## src/hdl/bmcrp_pkg.sv

```systemverilog
package bmcrp_pkg;

  // Register bus geometry
  localparam int ADDR_W = 8;
  localparam logic [3:0] REG_CFG = 4'h0;
  localparam logic [3:0] REG_KBASE = 4'h1;
  localparam logic [3:0] REG_UBASE = 4'h2;
  localparam logic [3:0] REG_RAMSZ = 4'h4;

  // Alias selector in address bits 3:2: base, clear, set, invert
  typedef enum logic [1:0] {
    OP_WRITE = 2'h0,
    OP_CLR = 2'h1,
    OP_SET = 2'h2,
    OP_INV = 2'h3
  } bmcrp_op_t;

  localparam logic [1:0] RESP_OKAY = 2'h0;
  localparam logic [1:0] RESP_SLVERR = 2'h2;

  // Field layout of the matrix configuration register
  localparam logic [31:0] CFG_MASK = 32'h001F0047;
  localparam logic [31:0] CFG_RESET = 32'h001F0041;
  localparam int ERR_LSB = 16;
  localparam int WS_BIT = 6;
  localparam int ARB_LSB = 0;
  localparam int ARB_W = 3;

  // Partition base registers move in 1 KB steps
  localparam logic [31:0] BASE_MASK = 32'h0000FC00;
  localparam logic [31:0] BASE_RESET = 32'h00000000;
  localparam int BASE_W = 16;

  typedef enum logic [2:0] {
    ARB_MODE0 = 3'h0,
    ARB_MODE1 = 3'h1,
    ARB_MODE2 = 3'h2
  } bmcrp_arb_t;

  // Master index equals error-enable bit minus ERR_LSB
  localparam int NUM_MASTERS = 5;
  localparam int M_CPUI = 0;
  localparam int M_CPUD = 1;
  localparam int M_DMA = 2;
  localparam int M_DBG = 3;
  localparam int M_SHARED = 4;

  // Physical target windows; fixed, except the RAM size, which is a default that the RAM_SIZE parameter overrides
  localparam logic [31:0] RAM_BASE = 32'h00000000;
  localparam logic [31:0] RAM_SIZE_DEF = 32'h00010000;
  localparam logic [31:0] FLASH_BASE = 32'h1D000000;
  localparam logic [31:0] FLASH_SIZE = 32'h00040000;
  localparam logic [31:0] PERIPH_BASE = 32'h1F800000;
  localparam logic [31:0] PERIPH_SIZE = 32'h00100000;
  localparam logic [31:0] BOOT_BASE = 32'h1FC00000;
  localparam logic [31:0] BOOT_SIZE = 32'h00000C00;

  function automatic logic bmcrp_in_win(logic [31:0] a, logic [31:0] b,
                                        logic [31:0] sz);
    logic [31:0] off;
    off = a - b;
    return (a >= b) && (off < sz);
  endfunction

  function automatic logic bmcrp_is_mapped(logic [31:0] a,
                                           logic [31:0] ramSz);
    return bmcrp_in_win(a, RAM_BASE, ramSz) ||
           bmcrp_in_win(a, FLASH_BASE, FLASH_SIZE) ||
           bmcrp_in_win(a, PERIPH_BASE, PERIPH_SIZE) ||
           bmcrp_in_win(a, BOOT_BASE, BOOT_SIZE);
  endfunction

endpackage

```

## src/hdl/bmcrp_err_if.sv

```systemverilog
`timescale 1ns/100ps
`default_nettype none
interface bmcrp_err_if;
  import bmcrp_pkg::*;
  logic [NUM_MASTERS-1:0] errEnable;
  logic debugMode;
  logic [31:0] ramSize;
  logic [NUM_MASTERS-1:0] req;
  logic [NUM_MASTERS-1:0][31:0] addr;
  logic [NUM_MASTERS-1:0] busErr;

  modport cfg (
    output errEnable, debugMode, ramSize, req, addr,
    input busErr
  );
  modport gate (
    input errEnable, debugMode, ramSize, req, addr,
    output busErr
  );
endinterface
`default_nettype wire

```

## src/hdl/bmcrp_err_gate.sv

```systemverilog
`timescale 1ns/100ps
`default_nettype none
module bmcrp_err_gate (
  // Clock and reset
  input wire logic clk,
  input wire logic rst_n,
  // Enables and requests from the configuration side
  bmcrp_err_if.gate eb
);
  import bmcrp_pkg::*;

  logic [NUM_MASTERS-1:0] unmapped;
  logic [NUM_MASTERS-1:0] errAllowed;
  logic [NUM_MASTERS-1:0] busErr_r;

  generate
    for (genvar i = 0; i < NUM_MASTERS; i++) begin : g_master
      assign unmapped[i] = eb.req[i] &&
                           !bmcrp_is_mapped(eb.addr[i], eb.ramSize);
      // CPU enables are ignored in debug mode so a halted core never traps
      if (i == M_CPUI || i == M_CPUD) begin : g_cpu
        assign errAllowed[i] = eb.errEnable[i] && !eb.debugMode;
      end else begin : g_other
        assign errAllowed[i] = eb.errEnable[i];
      end
    end
  endgenerate

  always_ff @(posedge clk or negedge rst_n) begin
    if (!rst_n) begin
      busErr_r <= '0;
    end else begin
      busErr_r <= unmapped & errAllowed;
    end
  end

  assign eb.busErr = busErr_r;

  property p_err_shared;
    @(posedge clk) disable iff (!rst_n)
    unmapped[M_SHARED] |=> busErr_r[M_SHARED] == $past(eb.errEnable[M_SHARED]);
  endproperty
  a_err_shared: assert property (p_err_shared)
    else $error("shared bus error does not follow its enable");

  property p_err_debug;
    @(posedge clk) disable iff (!rst_n)
    unmapped[M_DBG] && eb.errEnable[M_DBG] |=> busErr_r[M_DBG];
  endproperty
  a_err_debug: assert property (p_err_debug)
    else $error("debug unit error missing");

  property p_err_dma;
    @(posedge clk) disable iff (!rst_n)
    !eb.errEnable[M_DMA] |=> !busErr_r[M_DMA];
  endproperty
  a_err_dma: assert property (p_err_dma)
    else $error("dma error raised while disabled");

  property p_err_cpud;
    @(posedge clk) disable iff (!rst_n)
    unmapped[M_CPUD] && eb.errEnable[M_CPUD] |=>
      busErr_r[M_CPUD] == !$past(eb.debugMode);
  endproperty
  a_err_cpud: assert property (p_err_cpud)
    else $error("cpu data error wrong for debug state");

  property p_err_cpui;
    @(posedge clk) disable iff (!rst_n)
    eb.debugMode |=> !busErr_r[M_CPUI];
  endproperty
  a_err_cpui: assert property (p_err_cpui)
    else $error("cpu fetch error raised in debug mode");

  property p_mapped_quiet;
    @(posedge clk) disable iff (!rst_n)
    busErr_r != '0 |-> ($past(unmapped) & busErr_r) == busErr_r;
  endproperty
  a_mapped_quiet: assert property (p_mapped_quiet)
    else $error("bus error without an unmapped request");
endmodule
`default_nettype wire

```

## src/hdl/bmcrp_top.sv

```systemverilog
// The AXI4-Lite interface to the registers and the placing of the registers were decided locally.
`timescale 1ns/100ps
`default_nettype none
module bmcrp_top #(
  parameter logic [31:0] RAM_SIZE = bmcrp_pkg::RAM_SIZE_DEF
) (
  // Clock and reset
  input wire logic clk,
  input wire logic rst_n,
  // AXI4-Lite write address
  input wire logic s_axi_awvalid,
  output logic s_axi_awready,
  input wire logic [bmcrp_pkg::ADDR_W-1:0] s_axi_awaddr,
  // AXI4-Lite write data
  input wire logic s_axi_wvalid,
  output logic s_axi_wready,
  input wire logic [31:0] s_axi_wdata,
  input wire logic [3:0] s_axi_wstrb,
  // AXI4-Lite write response
  output logic s_axi_bvalid,
  input wire logic s_axi_bready,
  output logic [1:0] s_axi_bresp,
  // AXI4-Lite read address
  input wire logic s_axi_arvalid,
  output logic s_axi_arready,
  input wire logic [bmcrp_pkg::ADDR_W-1:0] s_axi_araddr,
  // AXI4-Lite read data
  output logic s_axi_rvalid,
  input wire logic s_axi_rready,
  output logic [31:0] s_axi_rdata,
  output logic [1:0] s_axi_rresp,
  // Bus master requests
  input wire logic [bmcrp_pkg::NUM_MASTERS-1:0] masterReq,
  input wire logic [bmcrp_pkg::NUM_MASTERS-1:0][31:0] masterAddr,
  input wire logic debugMode,
  // Matrix controls
  output logic [bmcrp_pkg::NUM_MASTERS-1:0] busErr,
  output logic ramWaitState,
  output logic [bmcrp_pkg::ARB_W-1:0] arbMode,
  output logic [bmcrp_pkg::BASE_W-1:0] kernelProgBase,
  output logic [bmcrp_pkg::BASE_W-1:0] userDataBase
);
  import bmcrp_pkg::*;

  // Byte lanes gate every alias, so a partial write touches only its lanes
  function automatic logic [31:0] apply_op(logic [31:0] old,
                                           logic [31:0] data,
                                           logic [3:0] strb,
                                           logic [1:0] op,
                                           logic [31:0] mask);
    logic [31:0] lanes;
    logic [31:0] d;
    logic [31:0] res;
    lanes = {{8{strb[3]}}, {8{strb[2]}}, {8{strb[1]}}, {8{strb[0]}}};
    d = data & lanes;
    case (op)
      OP_CLR: res = old & ~d;
      OP_SET: res = old | d;
      OP_INV: res = old ^ d;
      default: res = (old & ~lanes) | d;
    endcase
    return res & mask;
  endfunction

  logic [31:0] cfg_r;
  logic [31:0] kBase_r;
  logic [31:0] uBase_r;
  logic [31:0] cfg_nxt;
  logic [31:0] kBase_nxt;
  logic [31:0] uBase_nxt;

  logic awHeld_r;
  logic [ADDR_W-1:0] awAddr_r;
  logic wHeld_r;
  logic [31:0] wData_r;
  logic [3:0] wStrb_r;
  logic bvalid_r;
  logic [1:0] bresp_r;
  logic rvalid_r;
  logic [31:0] rdata_r;
  logic [1:0] rresp_r;
  logic bootSeen_r;

  // Write channel join: address and data may arrive in either order
  wire awTake = s_axi_awvalid && s_axi_awready;
  wire wTake = s_axi_wvalid && s_axi_wready;
  wire haveAw = awHeld_r || awTake;
  wire haveW = wHeld_r || wTake;
  wire wrFire = haveAw && haveW && !bvalid_r;
  wire [ADDR_W-1:0] curAwAddr = awHeld_r ? awAddr_r : s_axi_awaddr;
  wire [31:0] curWData = wHeld_r ? wData_r : s_axi_wdata;
  wire [3:0] curWStrb = wHeld_r ? wStrb_r : s_axi_wstrb;
  wire [3:0] wrReg = curAwAddr[7:4];
  wire [1:0] wrOp = curAwAddr[3:2];

  wire wrCfg = wrFire && (wrReg == REG_CFG);
  wire wrKBase = wrFire && (wrReg == REG_KBASE);
  wire wrUBase = wrFire && (wrReg == REG_UBASE);
  wire wrRamSz = (wrReg == REG_RAMSZ) && (wrOp == OP_WRITE);
  wire wrOk = (wrReg == REG_CFG) || (wrReg == REG_KBASE) ||
              (wrReg == REG_UBASE) || wrRamSz;

  assign cfg_nxt = wrCfg ?
    apply_op(cfg_r, curWData, curWStrb, wrOp, CFG_MASK) : cfg_r;
  assign kBase_nxt = wrKBase ?
    apply_op(kBase_r, curWData, curWStrb, wrOp, BASE_MASK) : kBase_r;
  assign uBase_nxt = wrUBase ?
    apply_op(uBase_r, curWData, curWStrb, wrOp, BASE_MASK) : uBase_r;

  assign s_axi_awready = !awHeld_r && !bvalid_r;
  assign s_axi_wready = !wHeld_r && !bvalid_r;
  assign s_axi_bvalid = bvalid_r;
  assign s_axi_bresp = bresp_r;

  always_ff @(posedge clk or negedge rst_n) begin
    if (!rst_n) begin
      cfg_r <= CFG_RESET;
      kBase_r <= BASE_RESET;
      uBase_r <= BASE_RESET;
      bootSeen_r <= 1'b0;
    end else begin
      cfg_r <= cfg_nxt;
      kBase_r <= kBase_nxt;
      uBase_r <= uBase_nxt;
      bootSeen_r <= 1'b1;
    end
  end

  always_ff @(posedge clk or negedge rst_n) begin
    if (!rst_n) begin
      awHeld_r <= 1'b0;
      awAddr_r <= '0;
      wHeld_r <= 1'b0;
      wData_r <= '0;
      wStrb_r <= '0;
      bvalid_r <= 1'b0;
      bresp_r <= RESP_OKAY;
    end else begin
      if (wrFire) begin
        awHeld_r <= 1'b0;
        wHeld_r <= 1'b0;
        bvalid_r <= 1'b1;
        bresp_r <= wrOk ? RESP_OKAY : RESP_SLVERR;
      end else begin
        if (awTake) begin
          awHeld_r <= 1'b1;
          awAddr_r <= s_axi_awaddr;
        end
        if (wTake) begin
          wHeld_r <= 1'b1;
          wData_r <= s_axi_wdata;
          wStrb_r <= s_axi_wstrb;
        end
        if (bvalid_r && s_axi_bready) begin
          bvalid_r <= 1'b0;
        end
      end
    end
  end

  // Read path: aliases read back their base register, except the RAM size aliases, which read zero with SLVERR
  wire arTake = s_axi_arvalid && s_axi_arready;
  wire [3:0] rdReg = s_axi_araddr[7:4];
  wire [1:0] rdOp = s_axi_araddr[3:2];
  wire rdRamSz = (rdReg == REG_RAMSZ) && (rdOp == OP_WRITE);
  wire rdOk = (rdReg == REG_CFG) || (rdReg == REG_KBASE) ||
              (rdReg == REG_UBASE) || rdRamSz;
  wire [31:0] rdMux = (rdReg == REG_CFG) ? cfg_r :
                      (rdReg == REG_KBASE) ? kBase_r :
                      (rdReg == REG_UBASE) ? uBase_r :
                      rdRamSz ? RAM_SIZE : 32'h00000000;

  assign s_axi_arready = !rvalid_r;
  assign s_axi_rvalid = rvalid_r;
  assign s_axi_rdata = rdata_r;
  assign s_axi_rresp = rresp_r;

  always_ff @(posedge clk or negedge rst_n) begin
    if (!rst_n) begin
      rvalid_r <= 1'b0;
      rdata_r <= '0;
      rresp_r <= RESP_OKAY;
    end else if (arTake) begin
      rvalid_r <= 1'b1;
      rdata_r <= rdMux;
      rresp_r <= rdOk ? RESP_OKAY : RESP_SLVERR;
    end else if (s_axi_rready) begin
      rvalid_r <= 1'b0;
    end
  end

  // Controls toward the matrix
  assign ramWaitState = cfg_r[WS_BIT];
  assign arbMode = cfg_r[ARB_LSB +: ARB_W];
  assign kernelProgBase = kBase_r[BASE_W-1:0];
  assign userDataBase = uBase_r[BASE_W-1:0];

  bmcrp_err_if errBus ();

  assign errBus.errEnable = cfg_r[ERR_LSB +: NUM_MASTERS];
  assign errBus.debugMode = debugMode;
  assign errBus.ramSize = RAM_SIZE;
  assign errBus.req = masterReq;
  assign errBus.addr = masterAddr;
  assign busErr = errBus.busErr;

  bmcrp_err_gate bmcrp_err_gate_inst (
    .clk(clk),
    .rst_n(rst_n),
    .eb(errBus.gate)
  );

  wire [31:0] laneMask = {{8{curWStrb[3]}}, {8{curWStrb[2]}},
                          {8{curWStrb[1]}}, {8{curWStrb[0]}}};

  property p_set_alias;
    @(posedge clk) disable iff (!rst_n)
    wrCfg && (wrOp == OP_SET) |=>
      cfg_r == (($past(cfg_r) | ($past(curWData) & $past(laneMask)))
                & CFG_MASK);
  endproperty
  a_set_alias: assert property (p_set_alias)
    else $error("set alias did not OR into configuration");

  property p_clr_alias;
    @(posedge clk) disable iff (!rst_n)
    wrKBase && (wrOp == OP_CLR) |=>
      kBase_r == ($past(kBase_r) & ~($past(curWData) & $past(laneMask)));
  endproperty
  a_clr_alias: assert property (p_clr_alias)
    else $error("clear alias wrong on kernel base");

  property p_ws_write;
    @(posedge clk) disable iff (!rst_n)
    wrCfg && (wrOp == OP_WRITE) && curWStrb[0] |=>
      ramWaitState == $past(curWData[WS_BIT]);
  endproperty
  a_ws_write: assert property (p_ws_write)
    else $error("wait state select not updated");

  property p_arb_write;
    @(posedge clk) disable iff (!rst_n)
    wrCfg && (wrOp == OP_WRITE) && curWStrb[0] |=>
      arbMode == $past(curWData[ARB_W-1:0]);
  endproperty
  a_arb_write: assert property (p_arb_write)
    else $error("arbitration field not updated");

  property p_cfg_reserved;
    @(posedge clk) disable iff (!rst_n)
    arTake && (rdReg == REG_CFG) |=> (s_axi_rdata & ~CFG_MASK) == 32'h00000000;
  endproperty
  a_cfg_reserved: assert property (p_cfg_reserved)
    else $error("unimplemented configuration bit read nonzero");

  property p_kbase_write;
    @(posedge clk) disable iff (!rst_n)
    wrKBase && (wrOp == OP_WRITE) && (curWStrb == 4'hF) |=>
      kBase_r == ($past(curWData) & BASE_MASK);
  endproperty
  a_kbase_write: assert property (p_kbase_write)
    else $error("kernel base write lost");

  property p_base_low;
    @(posedge clk) disable iff (!rst_n)
    arTake && ((rdReg == REG_KBASE) || (rdReg == REG_UBASE)) |=>
      s_axi_rdata[9:0] == 10'h000;
  endproperty
  a_base_low: assert property (p_base_low)
    else $error("partition base low bits nonzero");

  property p_reset_kbase;
    @(posedge clk) disable iff (!rst_n)
    !bootSeen_r |-> (kernelProgBase == 16'h0000) && (cfg_r == CFG_RESET);
  endproperty
  a_reset_kbase: assert property (p_reset_kbase)
    else $error("registers not at reset value after reset");

  property p_ubase_shape;
    @(posedge clk) disable iff (!rst_n)
    wrUBase |=> (uBase_r & ~BASE_MASK) == 32'h00000000;
  endproperty
  a_ubase_shape: assert property (p_ubase_shape)
    else $error("user base holds bits outside 15:10");
endmodule
`default_nettype wire

```

## config.mk

```make
export PLATFORM = sky130hd
export DESIGN_NAME = bmcrp_top
export DESIGN_NICKNAME = d
export VERILOG_FILES = /design/src/hdl/bmcrp_pkg.sv /design/src/hdl/bmcrp_err_if.sv /design/src/hdl/bmcrp_err_gate.sv /design/src/hdl/bmcrp_top.sv
export SDC_FILE = /design/constraint.sdc
export NUM_CORES = 1
export LEC_CHECK = 0
export ABC_AREA = 1
export BUFFER_PORTS_ARGS = -buffer_cell sky130_fd_sc_hd__clkbuf_2
export CAP_MARGIN = 40
export CORE_MARGIN = 1
export CORE_UTILIZATION = 48
export CTS_CLUSTER_DIAMETER = 30
export CTS_CLUSTER_SIZE = 25
export DETAILED_ROUTE_END_ITERATION = 10
export PLACE_DENSITY = 0.89
export SYNTH_ARGS = -nofsm -noshare
export SYNTH_HDL_FRONTEND = slang
export SYNTH_SLANG_ARGS = --single-unit
```

## constraint.sdc

```tcl
create_clock -name clk -period 2.15 [get_ports clk]
set_input_delay 0.1075 -clock clk [delete_from_list [all_inputs] [get_ports clk]]
set_output_delay 0.1075 -clock clk [all_outputs]
set_load 0.03 [all_outputs]
```

==> impl_results.md, run 1 <==
* Status: complete, no violations
* Residual DRC at 0
* Vias in the first global route at 6745
* Critical path cell sequence: nand2_1 > o21ai_2 > nand2_1 > inv_2 > nand3_2 > nor3_2 > o21ai_0
* HP Class: in2reg
* Largest net degree at the start of global routing at 53
* Simple-gate share of the synthesized area at 0.365
* IO buf count at 215
* CTS root buffer: clkbuf_16
* WL per Instance at 12.6 µm
* DP Wirelength at 14700 µm
* FF-to-FF setup slack at 0.16 ns
* Total wire length at 18200 µm
* Die area at 0.0143 mm²
* Post-detailed-route count of antenna-violating nets at 0
* Share of Yosys cell area claimed by the top area cell type at 0.242
* Routed vias/inst at 5.07
* Clk sinks at 71
* Total global-route track usage at 0.262
* Later-pin clock latency in the skew report at between 0.3 and 0.4 ns
* Total number of vias at between 7000 and 8000
* Hold endpoint: wData_r[1]$_DFFE_PN0P_
* CP Capture Type: flop
* Total core area at approximately 0.013 mm²
* Crit path required time at 2.35 ns
* Clk buf depth at 2
* Initial Util at 0.496
* Area growth from synthesis to layout at 22.3%
* Critical Path AT at 2.19 ns
* Crit start category: flop
* Hold Startpoint: s_axi_wdata[1]
* Lkg Pwr at about 4.3 nW
* CTS buffer count at 9
* Slowest stage delay, CP at between 0.7 and 0.8 ns
* Maximum VDD drop at 0.000560 V
* Worst Clk Skew at 0.00804 ns
* TritonCTS clock tree: done
* Final min period at 1.99 ns
* Synth unique cells at 36
* Least-Margin Pin Slew at 0.701 ns
* Cell Pwr Density at a little under 900 mW/mm²
* Hold Slack at 0.0173 ns
* Final instance area at 0.00809 mm²
* Gate Count Post-Synth at around 1000
* Unrepaired setup endpoints after global routing: false
* XOR/XNOR share of the synthesized area at 0.0331
* 1st-pass router iterations at 5
* Max Freq at 502 MHz
* CP Buf/Inv Count at 1
* Crit Path Category: reg2reg
* DIE WIDTH at roughly 120 µm
* Number of synthesis warnings at 0
* Final GP Congestion at ~0.95
* Final worst-path cycle share at 0.926
* Die height at 119 µm
* Fin nets at 1522
* Post-Layout Cell Count at 1444
* Fin. Hold Viols at 0
* Largest family of logic cells by synthesized area: simple AND/OR/NAND/NOR gates
* Maximum Capacitance Violations at 0
* Cell taking the most area after synthesis: dfrtp_1
* Post-synth EDFFs at 0
* Share of post-route cells with drive strength above 1 at 0.216
* Initial antenna violation count at 1
* Row cnt at 42
* Most frequent CP cell: nand2_1
* DRT iter0 DRCs at 562
* Sequential area share after synthesis at 0.270
* First-pass GRT wire length at 30400 µm
* Post-synthesis mux area share at 0
* Crit Path Max Fanout at 16
* #FFs+latches synth at 71
* Avg Cell Area, Syn at 6.33 µm²
* RR Startpoint: awHeld_r$_DFFE_PN0P_
* Most frequent cell after synthesis: nand2_1
* DP Area at roughly 0.008 mm²
* Fraction of registers with async set/reset at 1.00
* Fin util at 0.606
* Synth cell count leaders: 282 x nand2_1, 150 x nor2_1, 119 x inv_1
* Setup TNS at 0 ns
* Post-Syn Area at 0.00662 mm²
* Ys flop type: dfrtp_1
* Post-CTS Setup Bufs at 0
* Top post-synthesis cells by area: dfrtp_1 24%, nand2_1 16%, nor2_1 8.5%
* H-tree levels at 3
* Worst slew margin at 0.530
* Synth Area in Compound Gates at 0.136
* Cells on Worst Hold Path at 3
* Fin. max-slew vios at 0
* I/O pin cnt at 307
* Adder-cell share of the synthesized area at 0.0662
* Placed Cells incl. Taps at 1424
* Worst path top cell family by delay: simple AND/OR/NAND/NOR gates
* FF-to-FF path depth at 7
* Grt ovf at 0
* Slowest cell on the critical path: dfrtp_1
* Worst-path clk slew at 0.06 ns
* Finish-stage setup viols at 0
* Worst R2R End: uBase_r[14]$_DFFE_PN0P_
## metal layers
| layer | vias to the layer above | track usage | wire length [µm] |
|---|---|---|---|
| met2 | 279 | 0.453 | 8740 |
| met5 | - | 0 | 0 |
| met1 | 3266 | 0.326 | 7860 |
| li1 | 3739 | - | - |
| met3 | 38 | 0.0445 | 1100 |
| met4 | 0 | 0.0984 | 548 |
## timing repair
item,4_1_cts,5_1_grt
setup endpoints to repair,0,6
gates resized for setup,0,1
endpoints found under the hold margin,66,0
hold buffers,3,0
## cells by family (layout without fill, tap and decap cells)
kind of cell             count (synthesis)  after routing
flip-flops                              71             71
buffers and inverters                  184            368
XOR/XNOR                                25             25
AND/OR/NAND/NOR                        565            565
adder cells (fa/ha/maj)                 35             35
AO/OA/AOI/OAI                          164            164
other                                    1             40
## stage by stage
| step | setup slack, ns | total power, mW |
|---|---|---|
| 6_report | 0.159 | 7.13 |
| 5_1_grt | 0.0337 | 7.68 |
| 4_1_cts | 0.180 | 7.15 |
| 3_5_place_dp | 0.189 | 5.69 |
| 3_3_place_gp | 0.241 | 5.54 |
| 2_1_floorplan | 0.303 | 4.65 |
## power by group
group	internal [mW]	total (mW)	switching [mW]
clock network	0.791	1.43	0.636
registers	1.84	2.28	0.442
logic	1.15	3.43	2.27
total	3.78	7.13	3.35
## worst min-delay path: stages
cell and delay (ns):
clkbuf_2 0.08, inv_1 0.05, o21ai_0 0.08
## layout by cell type (no fill, tap or decap), types with 23 or more instances in the layout
master,instances
nand2_1,282
clkbuf_2,214
nor2_1,150
inv_1,119
o21ai_0,96
nand3_1,70
dfrtp_1,63
conb_1,39
ha_1,35
xor2_1,23
## layout make-up
| cell class | count | area, µm² |
|---|---|---|
| fill | 1250 | 5260 |
| multi-input combinational | 828 | 4120 |
| sequential | 71 | 1790 |
| timing repair buffer | 228 | 1220 |
| inverter | 124 | 465 |
| clock buffer | 9 | 225 |
| tap | 176 | 220 |
| clock inverter | 7 | 55.1 |
| antenna | 1 | 2.50 |
## how the worst max path moves through the flow
stage / end / cells after the start / startpoint / slack, ns
after global routing: uBase_r[12]$_DFFE_PN0P_ / 7 / awHeld_r$_DFFE_PN0P_ / 0.03
after global placement: uBase_r[14]$_DFFE_PN0P_ / 6 / wHeld_r$_DFFE_PN0P_ / 0.24
after detailed placement: uBase_r[12]$_DFFE_PN0P_ / 7 / wHeld_r$_DFFE_PN0P_ / 0.19
final: uBase_r[14]$_DFFE_PN0P_ / 7 / awHeld_r$_DFFE_PN0P_ / 0.16
after floorplan: wData_r[10]$_DFFE_PN0P_ / 5 / s_axi_bvalid$_DFFE_PN0P_ / 0.30
after CTS: uBase_r[12]$_DFFE_PN0P_ / 7 / wHeld_r$_DFFE_PN0P_ / 0.18
Power figures use the tool's default switching activity.
==> inputs of run 2 (changes only) <==
--- a/config.mk
+++ b/config.mk
@@ -5,15 +5,16 @@
 export SDC_FILE = /design/constraint.sdc
 export NUM_CORES = 1
 export LEC_CHECK = 0
-export ABC_AREA = 1
+export ABC_AREA = 0
 export BUFFER_PORTS_ARGS = -buffer_cell sky130_fd_sc_hd__clkbuf_2
 export CAP_MARGIN = 40
-export CORE_MARGIN = 1
-export CORE_UTILIZATION = 48
+export CORE_AREA = 2 2 119 121
 export CTS_CLUSTER_DIAMETER = 30
 export CTS_CLUSTER_SIZE = 25
 export DETAILED_ROUTE_END_ITERATION = 10
-export PLACE_DENSITY = 0.89
+export DIE_AREA = 0 0 121 123
+export HOLD_SLACK_MARGIN = 0.06
+export PLACE_DENSITY = 0.85
 export SYNTH_ARGS = -nofsm -noshare
 export SYNTH_HDL_FRONTEND = slang
 export SYNTH_SLANG_ARGS = --single-unit
==> run 2 against run 1 <==
Worst setup slack got worse by 0.071 ns. Final area down 7.0%. Register-to-register slack worse by 0.07 ns. Sequential share of layout area rose by 1.7 points. Routed wire length shrank 13%. Sequential cell count unchanged. Via count fell by 18%. Largest power group unchanged.
==> impl_results.md, run 2 <==
* DP Wirelength at 11900 µm
* Clk buf depth at 2
* Initial antenna violation count at 0
* WL per Instance at 14.7 µm
* Grt met1 use at 0.273
* Max Freq at a little under 500 MHz
* Clk sinks at 71
* Die area at 0.0149 mm²
* Crit start category: flop
* Row cnt at 43
* Post-CTS Setup Bufs at 0
* TritonCTS clock tree: done
* CP Capture Type: flop
* #FFs+latches synth at a little over 70
* Finish-stage setup viols at 0
* Number of synthesis warnings at 0
* Met3 Resource Use GR at 0.0318
* H-tree levels at 3
* Final worst-path cycle share at 0.959
* Avg Cell Area, Syn at 8.67 µm²
* DRT iter0 DRCs at 271
* # diodes at 0
* Maximum VDD drop at between 0.001 and 0.0015 V
* Share of Yosys cell area claimed by the top area cell type at 0.269
* Filler instances at 1246
* 1st-pass router iterations at 5
* First-pass GRT wire length at 25800 µm
* Most common cell after layout, fill and taps aside: clkbuf_2
* Gate Count Post-Synth at 687
* IO buf count at 195
* Post-synth EDFFs at 0
* DIE WIDTH at 121 µm
* Area of the multi-input gates at 0.00381 mm²
* Crit path required time at 2.41 ns
* Share of post-route cells with drive strength above 1 at 0.309
* Residual DRC at 0
* Top post-synthesis cells by area: dfrtp_1 27%, ha_1 7.4%, mux2_2 5.5%
* Unrepaired setup endpoints after global routing: true
* DP Area at 0.00696 mm²
* Worst slew margin at 0.552
* Cell taking the most area after synthesis: dfrtp_1
* Fin nets at 1160
* I/O pin cnt at between 300 and 400
* Vias in the first global route at roughly 5500
* Status: complete, no violations
* Crit Path Category: reg2reg
* Total core area at roughly 0.014 mm²
* Hold Slack at approximately 0.074 ns
* Grt ovf at 0
* Worst-path clk slew at 0.06 ns
* Cell Pwr Density at 971 mW/mm²
* Fraction of registers with async set/reset at 1.00
* CTS root buffer: clkbuf_16
* Ys flop type: dfrtp_1
* Critical Path AT at 2.32 ns
* Least-Margin Pin Slew at 0.654 ns
* HP Class: in2reg
* Fin. Hold Viols at 0
* Initial Util at 0.437
* Later-pin clock latency in the skew report at 0.34 ns
* Met2 usage at 0.360
* Total wire length at between 15000 and 20000 µm
* Area growth from synthesis to layout at 26.3%
* Largest net degree at the start of global routing at 41
* Final min period at 2.06 ns
* Fin. max-slew vios at 0
* Most frequent cells in the layout: 194 x clkbuf_2, 64 x nand2_1, 63 x dfrtp_1, 47 x o21ai_0, 44 x nor2_1
* Register Area at 0.00179 mm²
* Final instance area at 0.00752 mm²
* Lkg Pwr at between 3 and 4 nW
* Total global-route track usage at 0.210
* Sequential area share after synthesis at 0.300
* Synth cell count leaders: 64 x dfrtp_1, 64 x nand2_1, 47 x o21ai_0
* Routed vias/inst at 5.53
* Worst Clk Skew at 0.00665 ns
* Synth unique cells at ~70
* Post-detailed-route count of antenna-violating nets at 0
* Total number of vias at 5995
* Top Usage Layer GRT: met2
* Maximum Capacitance Violations at 0
* CTS buffer count at 9
* Final GP Congestion at 0.927
* Post-Syn Area at 0.00595 mm²
* Crit Path Max Fanout at 11
* Die height at 123 µm
## run 2: changes by cell type after synthesis, sizes merged, moves of 30 or more
cell | before | now
o21ai | 124 | 47
inv | 124 | 15
nor2 | 156 | 44
mux2 | 0 | 30
nand3 | 71 | 14
nand2 | 282 | 65
## run 2: path summary, 6_finish.rpt
kind	startpoint	slack [ns]	cells after the start	endpoint
max in group asynchronous	rst_n	1.14	3	asynchronous set/reset pin
worst min register to register	s_axi_rdata[20]$_DFFE_PN0P_	0.48	2	s_axi_rdata[20]$_DFFE_PN0P_
worst min-delay path	s_axi_awaddr[3]	0.07	2	awAddr_r[3]$_DFFE_PN0P_
worst max register to register	wHeld_r$_DFFE_PN0P_	0.09	7	uBase_r[13]$_DFFE_PN0P_
worst max-delay path	wHeld_r$_DFFE_PN0P_	0.09	7	uBase_r[13]$_DFFE_PN0P_
min in group asynchronous	rst_n	0.30	2	s_axi_rdata[11]$_DFFE_PN0P_
## run 2: cell families (layout without fill, tap and decap cells)
logic type      Yosys count  count (layout)  share of synthesized area
mux                      47              47                     0.0880
buf+inv                  89             268                     0.0866
compound gates          183             183                      0.208
other cells               1              39                   0.000630
xor+xnor                  9               9                     0.0132
simple gates            252             252                      0.230
fa+ha+maj                35              35                     0.0735
flops                    71              71                      0.300
## run 2: layout make-up
type,count,share of cell area
multi-input cells,565,0.506
flip-flops and latches,71,0.238
repair buffers,238,0.182
clock buffers,10,0.0318
well taps,180,0.0299
inverters,15,0.00749
clock inverters,5,0.00449
## run 2: routing by layer
metal,up-vias,wire (µm)
met5,-,0
met4,0,302
met3,24,933
met2,242,7800
met1,2783,6870
li1,2946,-
## run 2: through the flow
step	utilization	TNS, ns	worst slack (ns)	power, mW	cells
after floorplan	-	0	0.0799	4.89	725
after global placement	0.511	0	0.190	5.68	1041
after detailed placement	0.511	0	0.0769	5.84	1041
after CTS	0.552	0	0.0551	7.29	1084
after global routing	0.553	-0.0670	-0.0575	7.87	1084
final	0.553	0	0.0884	7.30	1084
## run 2: report_power, final
group          leakage (nW)  internal, mW  switching [mW]  total, mW
Combinational          2.47          1.43            2.12       3.55
Sequential            0.890          1.87           0.500       2.37
Clock                 0.131         0.805           0.574       1.38
## run 2: what timing repair did
action,in CTS,in global routing
endpoints found under the hold margin,65,0
hold buffers,28,0
endpoints found under the setup margin,0,8
gates resized for setup,0,3
## run 2: critical path, cell delays in order (launching register included)
cell and delay (ns):
dfrtp_1 0.39, buf_4 0.18, and2_1 0.25, a22oi_1 0.32
ha_1 0.30, o21ai_0 0.21, a21oi_1 0.13, o2bb2ai_1 0.20
